## config.mk

```make
export PLATFORM = sky130hd
export DESIGN_NAME = ddc_dual_dac_control
export DESIGN_NICKNAME = d
export VERILOG_FILES = /design/src/ddc_pkg.sv /design/src/ddc_dual_dac_control.sv
export SDC_FILE = /design/constraint.sdc
export NUM_CORES = 1
export LEC_CHECK = 0
export ABC_AREA = 1
export BUFFER_PORTS_ARGS = -buffer_cell sky130_fd_sc_hd__buf_2
export CORE_UTILIZATION = 54
export DETAILED_ROUTE_END_ITERATION = 12
export PLACE_DENSITY = 0.89
export SYNTH_ARGS = -nofsm -noshare
export SYNTH_HDL_FRONTEND = slang
export SYNTH_SLANG_ARGS = --single-unit
```

## constraint.sdc

```tcl
create_clock -name ref_clk -period 2.15 [get_ports ref_clk]
set_clock_uncertainty 0.1 [all_clocks]
set_input_delay 0.1075 -clock ref_clk [delete_from_list [all_inputs] [get_ports ref_clk]]
set_output_delay 0.1075 -clock ref_clk [all_outputs]
set_load 0.01 [all_outputs]
```

## src/ddc_pkg.sv

```systemverilog
// constants for the two-channel 8-bit converter control block
// assumes a 20 MHz peripheral clock and a 32-bit classic wishbone slave
package ddc_pkg;

  localparam int unsigned CLK_MHZ       = 20;
  localparam int unsigned CONV_TIME_NS  = 10000;
  // longest time: rounded down, never below one cycle
  localparam int unsigned CONV_CYC_RAW  = (CONV_TIME_NS * CLK_MHZ) / 1000;
  localparam int unsigned CONV_CYCLES   = (CONV_CYC_RAW < 1) ? 1 : CONV_CYC_RAW;
  localparam int unsigned CNT_W         = 8;

  localparam int unsigned ADR_W         = 8;
  localparam logic [7:0]  OFF_VALUE0    = 8'h00;
  localparam logic [7:0]  OFF_VALUE1    = 8'h04;
  localparam logic [7:0]  OFF_CONTROL   = 8'h08;
  localparam logic [7:0]  OFF_MSTOP     = 8'h0C;
  localparam logic [7:0]  OFF_STATUS    = 8'h10;

  localparam int unsigned BIT_OE1       = 7;
  localparam int unsigned BIT_OE0       = 6;
  localparam int unsigned BIT_JOINT     = 5;
  localparam logic [4:0]  CTRL_RSVD     = 5'h1F;
  localparam logic [7:0]  VALUE_RST     = 8'h00;
  localparam logic        MSTOP_RST     = 1'b1;

  localparam int unsigned BIT_MSTOP     = 0;
  localparam int unsigned BIT_DONE0     = 0;
  localparam int unsigned BIT_DONE1     = 1;
  localparam int unsigned BIT_BUSY0     = 2;
  localparam int unsigned BIT_BUSY1     = 3;
  localparam int unsigned BIT_STANDBY   = 4;

  typedef enum logic [1:0] {
    CH_IDLE = 2'b00,
    CH_CONV = 2'b01,
    CH_HOLD = 2'b10
  } ddc_ch_state_t;

endpackage : ddc_pkg

```

## src/ddc_dual_dac_control.sv

```systemverilog
// digital control of a two-channel 8-bit converter, wishbone register slave
// assumes bus, standby request and clock enable all come from the ref_clk domain
//
// What this block does
// - all three enables clear: nothing converts or drives
// - joint off: each channel follows own enable
// - joint on: both convert, outputs follow enables
// - enable rise starts conversion, output after time
// - output holds until rewrite or enable cleared
// - value write restarts conversion, new output later
// - requested level is value over 256 times reference
// - clearing output enable stops driving two clock edges after the write
// - block starts halted in module-stop state
// - register accesses other than module stop ignored while module stopped
// - standby keeps analog outputs at present values
// - per-channel 8-bit readable writable value register
module ddc_dual_dac_control (
  input  wire logic        ref_clk,
  input  wire logic        rst,
  input  wire logic        clkEn,
  input  wire logic        softStandby,
  input  wire logic        wb_cyc_i,
  input  wire logic        wb_stb_i,
  input  wire logic        wb_we_i,
  input  wire logic [7:0]  wb_adr_i,
  input  wire logic [31:0] wb_dat_i,
  input  wire logic [3:0]  wb_sel_i,
  output logic      [31:0] wb_dat_o,
  output logic             wb_ack_o,
  output logic      [7:0]  analog_out_0,
  output logic      [7:0]  analog_out_1,
  output logic             analogOutEn0,
  output logic             analogOutEn1,
  output logic      [1:0]  convDone,
  output logic      [1:0]  convBusy
);

  //////////////////////////////////////////////////////////////////////////////
  // register state

  logic [7:0]  chValue [2];
  logic        joint_convert_enable;
  logic        ch0_output_enable;
  logic        ch1_output_enable;
  logic        moduleStop;
  logic [1:0]  outEnable;
  logic [1:0]  convRun;
  logic [1:0]  valueWr;
  logic        busReq;
  logic        busWrite;
  logic        busRead;
  logic        regOpen;
  logic        frozen;
  logic [31:0] next_rdData;

  // standby freezes conversion progress but the outputs stay driven
  assign frozen  = softStandby;
  assign busReq  = wb_cyc_i & wb_stb_i & ~wb_ack_o;
  assign regOpen = ~moduleStop | (wb_adr_i == ddc_pkg::OFF_MSTOP);
  assign busWrite = busReq & wb_we_i & wb_sel_i[0] & regOpen;
  assign busRead  = busReq & ~wb_we_i;

  assign outEnable = {ch1_output_enable, ch0_output_enable};

  //////////////////////////////////////////////////////////////////////////////
  // wishbone handshake: one wait state, ack for one cycle

  always_ff @(posedge ref_clk) begin
    if (rst) begin
      wb_ack_o <= 1'b0;
    end else if (clkEn) begin
      wb_ack_o <= busReq;
    end
  end

  always_comb begin
    next_rdData = 32'h0000_0000;
    case (wb_adr_i)
      ddc_pkg::OFF_VALUE0: begin
        next_rdData[7:0] = chValue[0];
      end
      ddc_pkg::OFF_VALUE1: begin
        next_rdData[7:0] = chValue[1];
      end
      ddc_pkg::OFF_CONTROL: begin
        next_rdData[ddc_pkg::BIT_OE1]   = ch1_output_enable;
        next_rdData[ddc_pkg::BIT_OE0]   = ch0_output_enable;
        next_rdData[ddc_pkg::BIT_JOINT] = joint_convert_enable;
        next_rdData[4:0]                = ddc_pkg::CTRL_RSVD;
      end
      ddc_pkg::OFF_MSTOP: begin
        next_rdData[ddc_pkg::BIT_MSTOP] = moduleStop;
      end
      ddc_pkg::OFF_STATUS: begin
        next_rdData[ddc_pkg::BIT_DONE0]   = convDone[0];
        next_rdData[ddc_pkg::BIT_DONE1]   = convDone[1];
        next_rdData[ddc_pkg::BIT_BUSY0]   = convBusy[0];
        next_rdData[ddc_pkg::BIT_BUSY1]   = convBusy[1];
        next_rdData[ddc_pkg::BIT_STANDBY] = softStandby;
      end
      default: begin
        next_rdData = 32'h0000_0000;
      end
    endcase
  end

  // a stopped block answers reads other than module stop with zero so the bus never hangs
  always_ff @(posedge ref_clk) begin
    if (rst) begin
      wb_dat_o <= 32'h0000_0000;
    end else if (clkEn) begin
      if (busRead && regOpen) begin
        wb_dat_o <= next_rdData;
      end else if (busRead) begin
        wb_dat_o <= 32'h0000_0000;
      end
    end
  end

  //////////////////////////////////////////////////////////////////////////////
  // module stop: halted from reset until software clears it

  always_ff @(posedge ref_clk) begin
    if (rst) begin
      moduleStop <= ddc_pkg::MSTOP_RST;
    end else if (clkEn) begin
      if (busWrite && wb_adr_i == ddc_pkg::OFF_MSTOP) begin
        moduleStop <= wb_dat_i[ddc_pkg::BIT_MSTOP];
      end
    end
  end

  //////////////////////////////////////////////////////////////////////////////
  // control register

  always_ff @(posedge ref_clk) begin
    if (rst) begin
      joint_convert_enable <= 1'b0;
      ch0_output_enable    <= 1'b0;
      ch1_output_enable    <= 1'b0;
    end else if (clkEn) begin
      if (busWrite && wb_adr_i == ddc_pkg::OFF_CONTROL) begin
        joint_convert_enable <= wb_dat_i[ddc_pkg::BIT_JOINT];
        ch0_output_enable    <= wb_dat_i[ddc_pkg::BIT_OE0];
        ch1_output_enable    <= wb_dat_i[ddc_pkg::BIT_OE1];
      end
    end
  end

  //////////////////////////////////////////////////////////////////////////////
  // per-channel value register, sequencer and output

  genvar ch;
  generate
    for (ch = 0; ch < 2; ch++) begin : g_ch
      localparam logic [7:0] VAL_OFF = (ch == 0) ? ddc_pkg::OFF_VALUE0
                                                 : ddc_pkg::OFF_VALUE1;
      ddc_pkg::ddc_ch_state_t       state;
      ddc_pkg::ddc_ch_state_t       next_state;
      logic [ddc_pkg::CNT_W-1:0]    count;
      logic                         runPrev;
      logic                         oePrev;
      logic                         pend;
      logic                         start;
      logic [7:0]                   outCode;
      logic                         drive;

      assign valueWr[ch] = busWrite && (wb_adr_i == VAL_OFF);

      // joint enable forces conversion, output still follows the own enable
      assign convRun[ch] = ~moduleStop
                         & (joint_convert_enable | outEnable[ch]);

      // a rising run, a rising own enable or a value write restarts the count;
      // the own enable matters when joint mode already keeps the channel running
      assign start = convRun[ch]
                   & (~runPrev | (outEnable[ch] & ~oePrev) | valueWr[ch] | pend);

      always_ff @(posedge ref_clk) begin
        if (rst) begin
          chValue[ch] <= ddc_pkg::VALUE_RST;
        end else if (clkEn && valueWr[ch]) begin
          chValue[ch] <= wb_dat_i[7:0];
        end
      end

      always_ff @(posedge ref_clk) begin
        if (rst) begin
          runPrev <= 1'b0;
          oePrev  <= 1'b0;
        end else if (clkEn && !frozen) begin
          runPrev <= convRun[ch];
          oePrev  <= outEnable[ch];
        end
      end

      // a value written in standby stays pending, so it still converts after
      always_ff @(posedge ref_clk) begin
        if (rst) begin
          pend <= 1'b0;
        end else if (clkEn) begin
          if (frozen && valueWr[ch]) begin
            pend <= 1'b1;
          end else if (!frozen) begin
            pend <= 1'b0;
          end
        end
      end

      always_comb begin
        next_state = state;
        case (state)
          ddc_pkg::CH_IDLE: begin
            if (start) begin
              next_state = ddc_pkg::CH_CONV;
            end
          end
          ddc_pkg::CH_CONV: begin
            if (!convRun[ch]) begin
              next_state = ddc_pkg::CH_IDLE;
            end else if (!start && count == 1) begin
              next_state = ddc_pkg::CH_HOLD;
            end
          end
          ddc_pkg::CH_HOLD: begin
            if (!convRun[ch]) begin
              next_state = ddc_pkg::CH_IDLE;
            end else if (start) begin
              next_state = ddc_pkg::CH_CONV;
            end
          end
          default: begin
            next_state = ddc_pkg::CH_IDLE;
          end
        endcase
      end

      // standby: the sequence is frozen, so whatever is driven stays put
      always_ff @(posedge ref_clk) begin
        if (rst) begin
          state <= ddc_pkg::CH_IDLE;
        end else if (clkEn && !frozen) begin
          state <= next_state;
        end
      end

      always_ff @(posedge ref_clk) begin
        if (rst) begin
          count <= '0;
        end else if (clkEn && !frozen) begin
          if (start) begin
            count <= ddc_pkg::CNT_W'(ddc_pkg::CONV_CYCLES);
          end else if (state == ddc_pkg::CH_CONV && count != 0) begin
            count <= count - 1'b1;
          end
        end
      end

      // the code is value/256 of the reference: the 8-bit value passes as is
      always_ff @(posedge ref_clk) begin
        if (rst) begin
          outCode <= 8'h00;
        end else if (clkEn && !frozen) begin
          if (state == ddc_pkg::CH_CONV && next_state == ddc_pkg::CH_HOLD) begin
            outCode <= chValue[ch];
          end
        end
      end

      // the old result keeps driving during a restart; the pin is first driven
      // once a conversion has finished, and dropped two clock edges after the
      // enable clears, even in standby
      always_ff @(posedge ref_clk) begin
        if (rst) begin
          drive <= 1'b0;
        end else if (clkEn) begin
          if (!outEnable[ch] || moduleStop) begin
            drive <= 1'b0;
          end else if (!frozen && state == ddc_pkg::CH_CONV
                       && next_state == ddc_pkg::CH_HOLD) begin
            drive <= 1'b1;
          end
        end
      end

      always_ff @(posedge ref_clk) begin
        if (rst) begin
          convDone[ch] <= 1'b0;
          convBusy[ch] <= 1'b0;
        end else if (clkEn && !frozen) begin
          convDone[ch] <= (next_state == ddc_pkg::CH_HOLD);
          convBusy[ch] <= (next_state == ddc_pkg::CH_CONV);
        end
      end

      if (ch == 0) begin : g_out0
        always_ff @(posedge ref_clk) begin
          if (rst) begin
            analog_out_0 <= 8'h00;
            analogOutEn0 <= 1'b0;
          end else if (clkEn) begin
            analog_out_0 <= outCode;
            analogOutEn0 <= drive;
          end
        end
      end else begin : g_out1
        always_ff @(posedge ref_clk) begin
          if (rst) begin
            analog_out_1 <= 8'h00;
            analogOutEn1 <= 1'b0;
          end else if (clkEn) begin
            analog_out_1 <= outCode;
            analogOutEn1 <= drive;
          end
        end
      end
    end
  endgenerate

endmodule : ddc_dual_dac_control

```

==> impl_metrics.toml <==
[route]
vias = 4125
vias_per_cell = 5.36
dr.pass1.iters = 6
drt_iter0_markers = 275
routed_wl_um = 10700
wire_per_inst_um = 13.9
drc = 0
ant_nets = 0

[logic_synthesis]
netlist_instances = 593
yosysSeqAreaShare_pct = 44.4
ys.flop_type = "dfxtp_1"
synth_area_sq_um = 4650
yosysUniqueCellTypes = 42
syn_avg_cell_area_sq_um = 7.84
yosys_register_bits = 95
ys_warn_count = 0
synth_area_leaders = "dfxtp_1 (34%), edfxtp_1 (10%), nand2_1 (6.7%)"
yosysTopAreaCell = "dfxtp_1"
synth_edf_count = 16
async_reset_ff_share_pct = 0
synthDominantCellAreaShare_pct = 34.0

[sta]
grt_setup_unrepaired = "no"
setup-tns-final_ns = 0
min_period_ns = 1.86
finalCritPeriodShare_pct = 86.7
worstMarginPinSlew_ns = 0.562
setup_viol = 0
max_freq_mhz = 536
relSlewSlack_pct = 62.2
drv_slew = 0
hold_viol = 0

[clocking]
insertion_delay_ns = 0.37
cts_max_level = 3
cts_resized = 0
cts-root-buf = "clkbuf_8"
clkTransAtPathRegs_ns = 0.11
cts_tree = "done"
cts_buffers = 9
cts.sink_count = 95
max-clock-path-buffers = 2
cts_setup_buffers = 0

[power]
combPwrFrac_pct = 7.1
power.share.switching_pct = 26.7
internal-power_uw = 2350
p_sw_uw = 857
p_leak_uw = 0.00226
sequentialPowerShare_pct = 57.5
p_per_area_nw_per_um2 = 613
irDropWorstVdd_mv = 0.335
pwr-share-clk_pct = 35.4

[critical_path]
crit_start = "moduleStop$_SDFFE_PP1P_"
worst-r2r-cell-count = 8
r2r_start = "moduleStop$_SDFFE_PP1P_"
setup.worst_path.start_class = "flip-flop"
crit_arrival_ns = 2.05
path_max_fanout = 18
cp_data_required_time_ns = 2.33
timing.rr.end = "g_ch[1].state[1]$_SDFFE_PP0P_"
critPathCaptureType = "flip-flop"
crit_end = "g_ch[1].state[1]$_SDFFE_PP0P_"
crit_type = "reg2reg"
r2r_setup_slack_ns = 0.29

[placed_design]
port_buffers = 54
gp_congestion = 0.866
dp.cells = 744
dp_hpwl_um = 7690

[layout]
n_fill_cell = 697
num_antenna_cells = 0
drive_above_1_share_pct = 21.1
multiInputGateArea_sq_um = 2120
nNetsFinal = 715
area_delta_synth_final_pct = 12.6
ff_latch_area_sq_um = 2060
final_cell_mix = "nor2_1 (83), nand2_1 (83), dfxtp_1 (79), inv_1 (70), buf_2 (54)"
stdcell_count = 770

[die]
die_width_um = 94.8
coreArea_sq_um = 8260
boundaryPins = 106
die_h_um = 94.8
start_util_pct = 56.3
dieArea_sq_um = 8980
std_cell_rows = 33

[grt]
antenna_found_initial = 0
overflow = 0
grt_pass1_vias = 3807
gr-usage-all-layers_pct = 25.2
grt_max_degree = 40
grt_pass1_wl_um = 17400

[hold_path]
hold_path_class = "in2reg"
hold_start = "wb_stb_i"

[job]
cap_violations = 0

[outcome]
status = "complete, no violations"
## worst max-delay path, stage by stage (launching register included)
cell     delay [ns]
dfxtp_1        0.48
inv_2          0.08
o21ai_1        0.23
inv_2          0.08
nand2_4        0.12
nand4_2        0.11
nand2_4        0.24
nand2_1        0.13
o21ai_0        0.20
## metrics by stage
| step | hold WS (ns) | util, % | power, uW | area (sq um) | setup WS, ns |
|---|---|---|---|---|---|
| 3_3_place_gp | 0.276 | 59.9 | 2090 | 4950 | 0.419 |
| 6_report | 0.00926 | 63.4 | 3210 | 5230 | 0.286 |
| 5_1_grt | 0.0319 | 63.4 | 3320 | 5230 | 0.205 |
| 2_1_floorplan | 0.138 | - | 2040 | 4730 | 0.242 |
| 4_1_cts | 0.00415 | 63.4 | 3210 | 5230 | 0.355 |
| 3_5_place_dp | 0.280 | 59.9 | 2090 | 4950 | 0.393 |
## final cells by class
cell class / count / share of cell area, %
clock inverter: 7 / 1.17
inverter: 82 / 5.88
tap: 105 / 2.51
clock buffer: 9 / 2.37
sequential: 95 / 39.4
timing repair buffer: 72 / 8.23
multi-input combinational: 400 / 40.4
## registers in the layout (all words and copies together), names as in the netlist, 2 cells and up
register      count
analog_out_0      8
chValue          16
analog_out_1      8
g_ch.state        4
wb_dat_o          8
g_ch.outCode     16
convDone          2
convBusy          2
g_ch.count       16
g_ch.runPrev      2
g_ch.oePrev       2
g_ch.pend         2
g_ch.drive        2
## power groups by stage
stage                     sequential, uW  combinational [uW]  clock, uW
after detailed placement            1890                 208          0
after CTS                           1840                 223       1140
after floorplan                     1890                 151          0
after global placement              1880                 202          0
final                               1840                 227       1140
after global routing                1850                 252       1220
## Yosys cell counts (8+ instances only)
library cell,count
buf_4,24
nor2_1,83
nand2_1,83
a21oi_2,9
edfxtp_1,16
nand2_2,13
o21ai_0,37
inv_1,70
o21ai_1,8
nand3_1,19
clkbuf_1,10
a21oi_1,44
dfxtp_1,79
inv_2,10
nand4_1,13
xor2_1,8
## worst min-delay path by stage
stage / slack (ns) / cells after the start / endpoint
2_1_floorplan: 0.14 / 2 / moduleStop$_SDFFE_PP1P_
3_3_place_gp: 0.28 / 3 / moduleStop$_SDFFE_PP1P_
3_5_place_dp: 0.28 / 3 / moduleStop$_SDFFE_PP1P_
4_1_cts: 0.004 / 3 / wb_ack_o$_SDFFE_PP0P_
5_1_grt: 0.03 / 3 / wb_ack_o$_SDFFE_PP0P_
6_report: 0.009 / 3 / wb_ack_o$_SDFFE_PP0P_
## what timing repair did
action | 4_1_cts | 5_1_grt
hold buffers | 10 | 0
setup endpoints to repair | 0 | 0
endpoints found under the hold margin | 19 | 0
## per-layer routing
layer  wire length (um)  share of wire [%]  GRT usage (%)  vias to the layer above
met5                  0                  0              0                        -
met4                229                2.1           9.85                        0
met3                739                6.9           4.67                       28
met2               5290                 49           43.2                      173
met1               4490                 42           31.2                     1911
li1                   -                  -              -                     2013
## cells by family after synthesis
family / count (synthesis) / share of synthesized area [%]
compound gates: 119 / 15.3
xor+xnor: 12 / 2.26
buf+inv: 121 / 12.0
simple gates: 241 / 25.0
other cells: 1 / 0.0807
flops: 95 / 44.4
fa+ha+maj: 4 / 1.08
Power figures use the tool's default switching activity.
